### config.mk
export PLATFORM = sky130hd
export DESIGN_NAME = scm_sysconfig
export DESIGN_NICKNAME = d
export VERILOG_FILES = /design/src/scm_pkg.sv /design/src/scm_eprom_array.sv /design/src/scm_sysconfig.sv
export VERILOG_INCLUDE_DIRS = /design/src
export SDC_FILE = /design/constraint.sdc
export NUM_CORES = 1
export LEC_CHECK = 0
export BUFFER_PORTS_ARGS = -buffer_cell sky130_fd_sc_hd__buf_4
export CORE_ASPECT_RATIO = 0.9
export CORE_UTILIZATION = 48
export DETAILED_ROUTE_END_ITERATION = 10
export SLEW_MARGIN = 20
export SYNTH_ARGS = -nofsm -noshare
export SYNTH_HDL_FRONTEND = slang
export SYNTH_SLANG_ARGS = --single-unit
### constraint.sdc
create_clock -name clk -period 3.3 [get_ports clk]
set_input_delay 0.165 -clock clk [delete_from_list [all_inputs] [get_ports clk]]
set_output_delay 0.165 -clock clk [all_outputs]
set_load 0.01 [all_outputs]
### src/scm_cfg.svh
// Constants for the configuration, map and EPROM programming block.
// Assumes a 32-bit APB master and a 200 MHz clock that is the E clock.
//
// Behaviour
// - Map field gives register block page digit
// - Register block page aligned, at 0x1000 after reset
// - RAM map field gives RAM page, reset 0x0000
// - Protected option bits writable once after reset in normal modes
// - Normal modes: only first 64 cycles; special anytime
// - Delay bit clear: resume within four cycles
// - Delay bit set: wait about 4000 cycles
// - Pump clock select drives pump and converter
// - Option bit 2 always reads zero
// - Watchdog clock divided by 2^15, then scaled
// - Erased cells read ones; programming clears bits
// - Clearing control drops voltage, restores reads
// - Utility at 0xBF00 loads default index values
// - Delay from X index, start pointer 0xD000
// - Utility sends 0xFF, host then sends bytes
// - Verify byte returned per programmed byte
`ifndef SCM_CFG_SVH
`define SCM_CFG_SVH

`define SCM_IDX_OPTIONS 8'h39
`define SCM_IDX_PROG 8'h3B
`define SCM_IDX_MAP 8'h3D
`define SCM_IDX_UTIL_DLY 8'h30
`define SCM_IDX_UTIL_PTR 8'h31
`define SCM_IDX_UTIL_STATE 8'h32
`define SCM_EPROM_SEL 2'h1

`define SCM_OPT_RESET 8'h10
`define SCM_OPT_PROT_MASK 8'h33
`define SCM_OPT_FREE_MASK 8'hC8
`define SCM_OPT_CONVERTER_POWER_UP_BIT 7
`define SCM_OPT_PUMP_CLOCK_SELECT_BIT 6
`define SCM_OPT_EDGE_ONLY_REQUEST_SELECT_BIT 5
`define SCM_OPT_DLY_BIT 4
`define SCM_OPT_CME_BIT 3
`define SCM_MAP_RESET 8'h01
`define SCM_PROG_LATCH_BIT 5
`define SCM_PROG_VOLT_BIT 0

`define SCM_WINDOW_CYCLES 7'h40
`define SCM_STOP_FAST_CYCLES 13'h0004
`define SCM_STOP_SLOW_CYCLES 13'h0FA0
`define SCM_WD_DIV_LOG2 15
`define SCM_UTIL_ENTRY 16'hBF00
`define SCM_UTIL_PTR_RESET 16'hD000
`define SCM_UTIL_DLY_RESET 16'h0010
`define SCM_READY_CHAR 8'hFF

`endif

### src/scm_pkg.sv
// Types shared by the configuration block.
// Assumes nothing beyond the constants header.
`default_nettype none
package scm_pkg;
    typedef logic [7:0] scm_byte_t;
    typedef enum logic [2:0] {
        U_IDLE = 3'b000,
        U_HELLO = 3'b001,
        U_WAIT = 3'b010,
        U_PROG = 3'b011,
        U_VERIFY = 3'b100
    } scm_util_state_t;
endpackage : scm_pkg
`default_nettype wire

### src/scm_eprom_array.sv
// EPROM cell array with address and data latch.
// Assumes uv_erase is pulsed before first use; cells are not reset.
`default_nettype none
module scm_eprom_array #(
    parameter int DEPTH = 64,
    parameter int AW = 6
) (
    input wire logic clk,
    input wire logic uv_erase,
    input wire logic latch_en,
    input wire logic [AW-1:0] latch_addr,
    input wire scm_pkg::scm_byte_t latch_data,
    input wire logic prog_en,
    input wire logic [AW-1:0] rd_addr,
    output scm_pkg::scm_byte_t rd_data
);
    import scm_pkg::*;
    scm_byte_t mem [DEPTH];
    logic [AW-1:0] addr_q;
    scm_byte_t data_q;

    always_ff @(posedge clk) begin
        if (latch_en) begin
            addr_q <= latch_addr;
            data_q <= latch_data;
        end
    end

    // Programming can only pull bits low; erase restores ones
    always_ff @(posedge clk) begin
        if (uv_erase) begin
            for (int i = 0; i < DEPTH; i++) begin
                mem[i] <= 8'hFF;
            end
        end else if (prog_en) begin
            mem[addr_q] <= mem[addr_q] & data_q;
        end
    end

    assign rd_data = mem[rd_addr];
endmodule : scm_eprom_array
`default_nettype wire

### src/scm_sysconfig.sv
// Option, map, EPROM programming control and resident utility engine.
// Assumes APB master, synchronous inputs and a byte-stream serial host.
`include "scm_cfg.svh"
`default_nettype none
module scm_sysconfig #(
    parameter int DEPTH = 64,
    parameter int AW = 6
) (
    input wire logic clk,
    input wire logic rst,
    input wire logic psel,
    input wire logic penable,
    input wire logic pwrite,
    input wire logic [11:0] paddr,
    input wire logic [31:0] pwdata,
    output logic [31:0] prdata,
    output logic pready,
    output logic pslverr,
    input wire logic special_mode,
    input wire logic uv_erase,
    input wire logic stop_exit,
    output logic resume_run,
    output logic [15:0] reg_block_base,
    output logic [15:0] ram_base,
    output logic converter_power_up,
    output logic pump_clock_select,
    output logic edge_only_request_select,
    output logic clock_monitor_enable,
    output logic watchdog_tick,
    output logic array_latch_enable,
    output logic program_voltage_enable,
    input wire logic boot_jump,
    input wire logic rx_valid,
    input wire scm_pkg::scm_byte_t rx_data,
    output logic tx_valid,
    output scm_pkg::scm_byte_t tx_data,
    input wire logic tx_ready,
    output logic util_busy
);
    import scm_pkg::*;

    logic wait_q;
    logic acc;
    logic wr_acc;
    logic [7:0] idx;
    logic is_arr;
    logic [6:0] win_q;
    logic win_open;
    logic [7:0] opt_q;
    logic opt_done_q;
    logic [7:0] map_q;
    logic map_done_q;
    logic latch_q;
    logic volt_q;
    logic [12:0] stop_q;
    logic [20:0] wd_q;
    logic [20:0] wd_mask;
    scm_util_state_t ust_q;
    logic [15:0] dly_q;
    logic [15:0] ptr_q;
    logic [15:0] ucnt_q;
    scm_byte_t hold_q;
    scm_byte_t tx_q;
    scm_byte_t arr_rd;
    logic [AW-1:0] arr_rd_addr;
    logic u_latch;
    logic u_prog;
    logic [31:0] rd_mux;
    logic bad;
    logic [31:0] prdata_q;

    // Access phase lasts two cycles so read data comes from a flop
    assign acc = psel && penable;
    assign pready = acc && wait_q;
    assign wr_acc = pready && pwrite && !pslverr;
    assign idx = paddr[9:2];
    assign is_arr = (paddr[11:10] == `SCM_EPROM_SEL);
    assign prdata = prdata_q;

    always_ff @(posedge clk) begin
        if (rst) begin
            wait_q <= 1'b0;
        end else begin
            wait_q <= acc && !wait_q;
        end
    end

    always_comb begin
        rd_mux = 32'h0;
        bad = 1'b0;
        if (is_arr) begin
            rd_mux = {24'h0, arr_rd};
            // Latched array cannot be read; writes need the latch
            bad = (int'(paddr[9:2]) >= DEPTH) || !latch_q || util_busy;
            if (!pwrite) begin
                bad = (int'(paddr[9:2]) >= DEPTH) || latch_q;
            end
        end else if (paddr[11:10] != 2'h0) begin
            bad = 1'b1;
        end else begin
            case (idx)
                `SCM_IDX_OPTIONS: rd_mux = {24'h0, opt_q & 8'hFB};
                `SCM_IDX_PROG: rd_mux = {26'h0, latch_q, 4'h0, volt_q};
                `SCM_IDX_MAP: rd_mux = {24'h0, map_q};
                `SCM_IDX_UTIL_DLY: rd_mux = {16'h0, dly_q};
                `SCM_IDX_UTIL_PTR: rd_mux = {16'h0, ptr_q};
                `SCM_IDX_UTIL_STATE: rd_mux = {29'h0, ust_q};
                default: bad = 1'b1;
            endcase
        end
    end

    assign pslverr = pready && bad;

    always_ff @(posedge clk) begin
        if (rst) begin
            prdata_q <= 32'h0;
        end else if (acc && !wait_q && !pwrite) begin
            prdata_q <= bad ? 32'h0 : rd_mux;
        end
    end

    // Write window after reset
    always_ff @(posedge clk) begin
        if (rst) begin
            win_q <= 7'h0;
        end else if (win_q != `SCM_WINDOW_CYCLES) begin
            win_q <= win_q + 7'h1;
        end
    end
    assign win_open = (win_q != `SCM_WINDOW_CYCLES);

    always_ff @(posedge clk) begin
        if (rst) begin
            opt_q <= `SCM_OPT_RESET;
            opt_done_q <= 1'b0;
        end else if (wr_acc && !is_arr && idx == `SCM_IDX_OPTIONS) begin
            opt_q <= (opt_q & ~`SCM_OPT_FREE_MASK & ~8'h04)
                | (pwdata[7:0] & `SCM_OPT_FREE_MASK);
            if (special_mode || (win_open && !opt_done_q)) begin
                opt_q[5:4] <= pwdata[5:4];
                opt_q[1:0] <= pwdata[1:0];
                opt_done_q <= 1'b1;
            end
            // Otherwise protected bits keep their value
        end
    end

    always_ff @(posedge clk) begin
        if (rst) begin
            map_q <= `SCM_MAP_RESET;
            map_done_q <= 1'b0;
        end else if (wr_acc && !is_arr && idx == `SCM_IDX_MAP) begin
            if (special_mode || (win_open && !map_done_q)) begin
                map_q <= pwdata[7:0];
                map_done_q <= 1'b1;
            end
        end
    end

    assign reg_block_base = {map_q[3:0], 12'h000};
    assign ram_base = {map_q[7:4], 12'h000};
    assign converter_power_up = opt_q[`SCM_OPT_CONVERTER_POWER_UP_BIT];
    assign pump_clock_select = opt_q[`SCM_OPT_PUMP_CLOCK_SELECT_BIT];
    assign edge_only_request_select = opt_q[`SCM_OPT_EDGE_ONLY_REQUEST_SELECT_BIT];
    assign clock_monitor_enable = opt_q[`SCM_OPT_CME_BIT];

    // Voltage bit needs a set latch; latch frozen by writes that leave voltage on
    always_ff @(posedge clk) begin
        if (rst) begin
            latch_q <= 1'b0;
            volt_q <= 1'b0;
        end else if (wr_acc && !is_arr && idx == `SCM_IDX_PROG) begin
            volt_q <= pwdata[`SCM_PROG_VOLT_BIT] && latch_q;
            if (!volt_q || !pwdata[`SCM_PROG_VOLT_BIT]) begin
                latch_q <= pwdata[`SCM_PROG_LATCH_BIT];
            end
        end
    end

    assign array_latch_enable = latch_q || u_latch;
    assign program_voltage_enable = volt_q || u_prog;

    // Stop exit delay, long only when the crystal needs settling
    always_ff @(posedge clk) begin
        if (rst) begin
            stop_q <= 13'h0;
        end else if (stop_exit) begin
            stop_q <= opt_q[`SCM_OPT_DLY_BIT] ? `SCM_STOP_SLOW_CYCLES
                : `SCM_STOP_FAST_CYCLES;
        end else if (stop_q != 13'h0) begin
            stop_q <= stop_q - 13'h1;
        end
    end
    assign resume_run = (stop_q == 13'h1);

    // Free-running prescaler; rate bits widen the terminal count
    always_ff @(posedge clk) begin
        if (rst) begin
            wd_q <= 21'h0;
        end else begin
            wd_q <= wd_q + 21'h1;
        end
    end
    assign wd_mask = 21'((64'h1 << (`SCM_WD_DIV_LOG2
        + 2 * int'(opt_q[1:0]))) - 64'h1);
    assign watchdog_tick = &(wd_q | ~wd_mask);

    // Resident utility engine, exits only through reset
    always_ff @(posedge clk) begin
        if (rst) begin
            ust_q <= U_IDLE;
            dly_q <= 16'h0;
            ptr_q <= 16'h0;
            ucnt_q <= 16'h0;
            hold_q <= 8'h0;
            tx_q <= 8'h0;
        end else begin
            case (ust_q)
                U_IDLE: begin
                    if (boot_jump && special_mode) begin
                        dly_q <= `SCM_UTIL_DLY_RESET;
                        ptr_q <= `SCM_UTIL_PTR_RESET;
                        tx_q <= `SCM_READY_CHAR;
                        ust_q <= U_HELLO;
                    end
                end
                U_HELLO: begin
                    if (tx_ready) begin
                        ust_q <= U_WAIT;
                    end
                end
                U_WAIT: begin
                    if (rx_valid) begin
                        hold_q <= rx_data;
                        ucnt_q <= (dly_q == 16'h0) ? 16'h1 : dly_q;
                        ust_q <= U_PROG;
                    end
                end
                U_PROG: begin
                    ucnt_q <= ucnt_q - 16'h1;
                    if (ucnt_q == 16'h1) begin
                        tx_q <= arr_rd & hold_q;
                        ust_q <= U_VERIFY;
                    end
                end
                U_VERIFY: begin
                    if (tx_ready) begin
                        ptr_q <= ptr_q + 16'h1;
                        ust_q <= U_WAIT;
                    end
                end
                default: ust_q <= U_IDLE;
            endcase
        end
    end

    assign util_busy = (ust_q != U_IDLE);
    assign u_latch = (ust_q == U_WAIT) && rx_valid;
    assign u_prog = (ust_q == U_PROG);
    assign tx_valid = (ust_q == U_HELLO) || (ust_q == U_VERIFY);
    assign tx_data = tx_q;
    assign arr_rd_addr = util_busy ? ptr_q[AW-1:0] : paddr[AW+1:2];

    scm_eprom_array #(.DEPTH(DEPTH), .AW(AW)) u_arr (
        .clk(clk),
        .uv_erase(uv_erase),
        .latch_en(util_busy ? u_latch : (wr_acc && is_arr)),
        .latch_addr(util_busy ? ptr_q[AW-1:0] : paddr[AW+1:2]),
        .latch_data(util_busy ? rx_data : pwdata[7:0]),
        .prog_en(util_busy ? u_prog : (volt_q && latch_q)),
        .rd_addr(arr_rd_addr),
        .rd_data(arr_rd)
    );
endmodule : scm_sysconfig
`default_nettype wire

==> reports/metrics.yaml <==
status: "finished, final reports clean"
remaining_drc_errors: 0
dr_total_vias: 27300
area_delta_synth_final_pct: 17.8
die_h_um: 256
crit_type: "flip-flop to flip-flop"
grt_pass1_wl_mm: 174
seq_area_um2: 18500
synth_top_family_by_area: "simple AND/OR/NAND/NOR gates"
h-tree-depth: 3
cap_violations: 0
cts_tree: "built"
vias_per_cell: 6.29
cp.arrival_ps: 3800
clock-sinks: 661
antenna_found_initial: 8
seq_area_frac_synth_pct: 53.9
end_kind: "flip-flop"
multi_input_area_um2: 14500
wl_per_cell_um: 27.3
synth_top_area_share_pct: 46.1
drtPass1Iterations: 8
wl_mm: 119
power_density_nw_per_um2: 568
final_antenna_net_count: 0
vdd_drop_max_mv: 0.508
grt_max_degree: 70
final_util_pct: 57.5
clockBufferDepth: 3
grt_overflow: 0
worst_pin_slew_ps: 961
power.leakage_nw: 12.7
syn_inst: 3118
synthArstFlopShare_pct: 0
fill_cells: 5848
hp-class: "primary input to flip-flop"
nNetsFinal: 3415
worst-path-max-fanout: 38
detailed_place_hpwl_mm: 83.6
muxShareOfSynthArea_pct: 13.8
drt_iter0_markers: 3282
synth_fa_ha_area_share_pct: 0.328
hold_viol_final: 0
p_total_mw: 22.9
fin_crit_ps: 3280
cts_made_buffers: 74
max_freq_ghz: 0.305
core_area_um2: 70300
synthMostInstantiatedCell: "nand2_1"
start_util_pct: 48.8
whs_ps: 73.5
yosysTopAreaCell: "edfxtp_1"
synth_warnings: 0
synth-xor-area-share_pct: 1.07
synth_edf_count: 526
cts.reportedPaths.clkPinSlew_ps: 60
clk_latency_ps: 650
drive_above_1_share_pct: 23.1
cts_root_buf: "clkbuf_16"
ys_seq_elements: 661
synth.distinct_cells: 81
skew_ps: 27.5
grt_pass1_vias: 26500
grt.total_usage_pct: 32.4
ios: 147
setup_viol: 0
die_w_um: 284
synthSimpleGateAreaFrac_pct: 19.0
synth.avg_cell_area_um2: 11.0
synth_area_leaders: "edfxtp_1 46%, mux4_2 11%, nand2_1 9.9%"
synth.cells.most_frequent: "909 x nand2_1, 526 x edfxtp_1, 208 x nor2_1"
worst_setup_path_start_kind: "flip-flop"
period_share_pct: 99.3
syn_area_um2: 34300
slew_headroom_pct: 35.8
synthFlopType: "edfxtp_1"
rows: 92
die_area_um2: 72500
required_ps: 3830
io_buffers: 80
synth-compound-area-share_pct: 7.35
tns_ps: 0
slew_viol_final: 0
globalplace.congestion: 0.946
-- registers in the layout (all words and copies together), names as in the netlist, 8 cells and up, named ones only --
| signal | flops |
|---|---|
| stop_q | 13 |
| map_q | 8 |
| ptr_q | 16 |
| wd_q | 21 |
| u_arr.mem | 512 |
| tx_data | 8 |
| prdata | 16 |
| ucnt_q | 16 |
| u_arr.data_q | 8 |
| hold_q | 8 |
-- cells by family (layout without fill, tap and decap cells) --
| group | count (synthesis) | count (layout) |
|---|---|---|
| AO/OA/AOI/OAI | 357 | 357 |
| XOR/XNOR | 42 | 42 |
| adder cells (fa/ha/maj) | 9 | 9 |
| other | 1 | 41 |
| flip-flops | 661 | 661 |
| multiplexers | 252 | 252 |
| AND/OR/NAND/NOR | 1503 | 1503 |
| buffers and inverters | 293 | 541 |
-- routing by layer --
layer	wire length, µm	global-route usage [%]	vias to the layer above
met4	5200	13.6	6
met1	46300	43.9	13600
li1	-	-	11800
met2	54000	49.9	1649
met5	42	0	-
met3	13300	7.58	277
-- cell type report --
class                      count  share of cell area (%)
timing repair buffer         380                    8.97
clock inverter                41                    1.04
multi-input combinational   2203                    36.0
inverter                      23                   0.248
antenna                        1                 0.00619
tap                          940                    2.91
sequential                   661                    45.8
clock buffer                  97                    5.07
-- worst paths after layout --
check,start,to,slack [ps],cells past startpoint
worst max-delay path,ust_q[2],tx_data[2],20,9
worst min-delay path,paddr[11],prdata[14],70,5
worst max register to register,ust_q[2],tx_data[2],20,9
worst min register to register,wait_q,wait_q,440,1
-- worst max-delay path: stages, from the launching register on --
cell       delay (ps)
dfxtp_2           360
or4b_4            580
and2_4            220
clkinv_8          140
buf_12            230
mux4_2            600
o2111ai_2         340
nand4_1           140
o21a_1            210
a31o_2            270
-- report_power, final --
| part | leakage, nW | internal (mW) | switching, mW |
|---|---|---|---|
| combinational | 6.82 | 1.97 | 3.39 |
| clock | 1.23 | 4.78 | 3.61 |
| sequential | 4.69 | 9.07 | 0.124 |
-- metrics by stage --
step                      setup WS, ps  cell area (µm²)  std cells
after floorplan                    350            34400       3157
after global placement            -119            37500       4170
after detailed placement          -127            37500       4170
after CTS                         6.21            40300       4338
after global routing             -5.31            40400       4345
final                             24.0            40400       4346
-- placed cells by master (no fill, tap or decap), types with 28 or more instances in the layout --
master / count
nor3_1: 30
buf_12: 51
xor2_1: 28
buf_4: 295
a31oi_1: 36
clkbuf_16: 77
a21oi_1: 80
mux4_2: 175
and3_1: 71
dfxtp_1: 131
conb_1: 40
nand2_1: 909
edfxtp_1: 526
nand3_1: 95
dlygate4sd3_1: 30
mux2i_1: 57
nor2_1: 204
a211oi_1: 49
or2_2: 70
-- repair_timing --
item	CTS	global route
buffers inserted	0	6
gates cloned	0	1
pin swaps	0	1
hold buffers	30	0
hold endpoints to repair	58	0
resized for setup	7	18
setup endpoints to repair	7	84
Power figures use the tool's default switching activity.
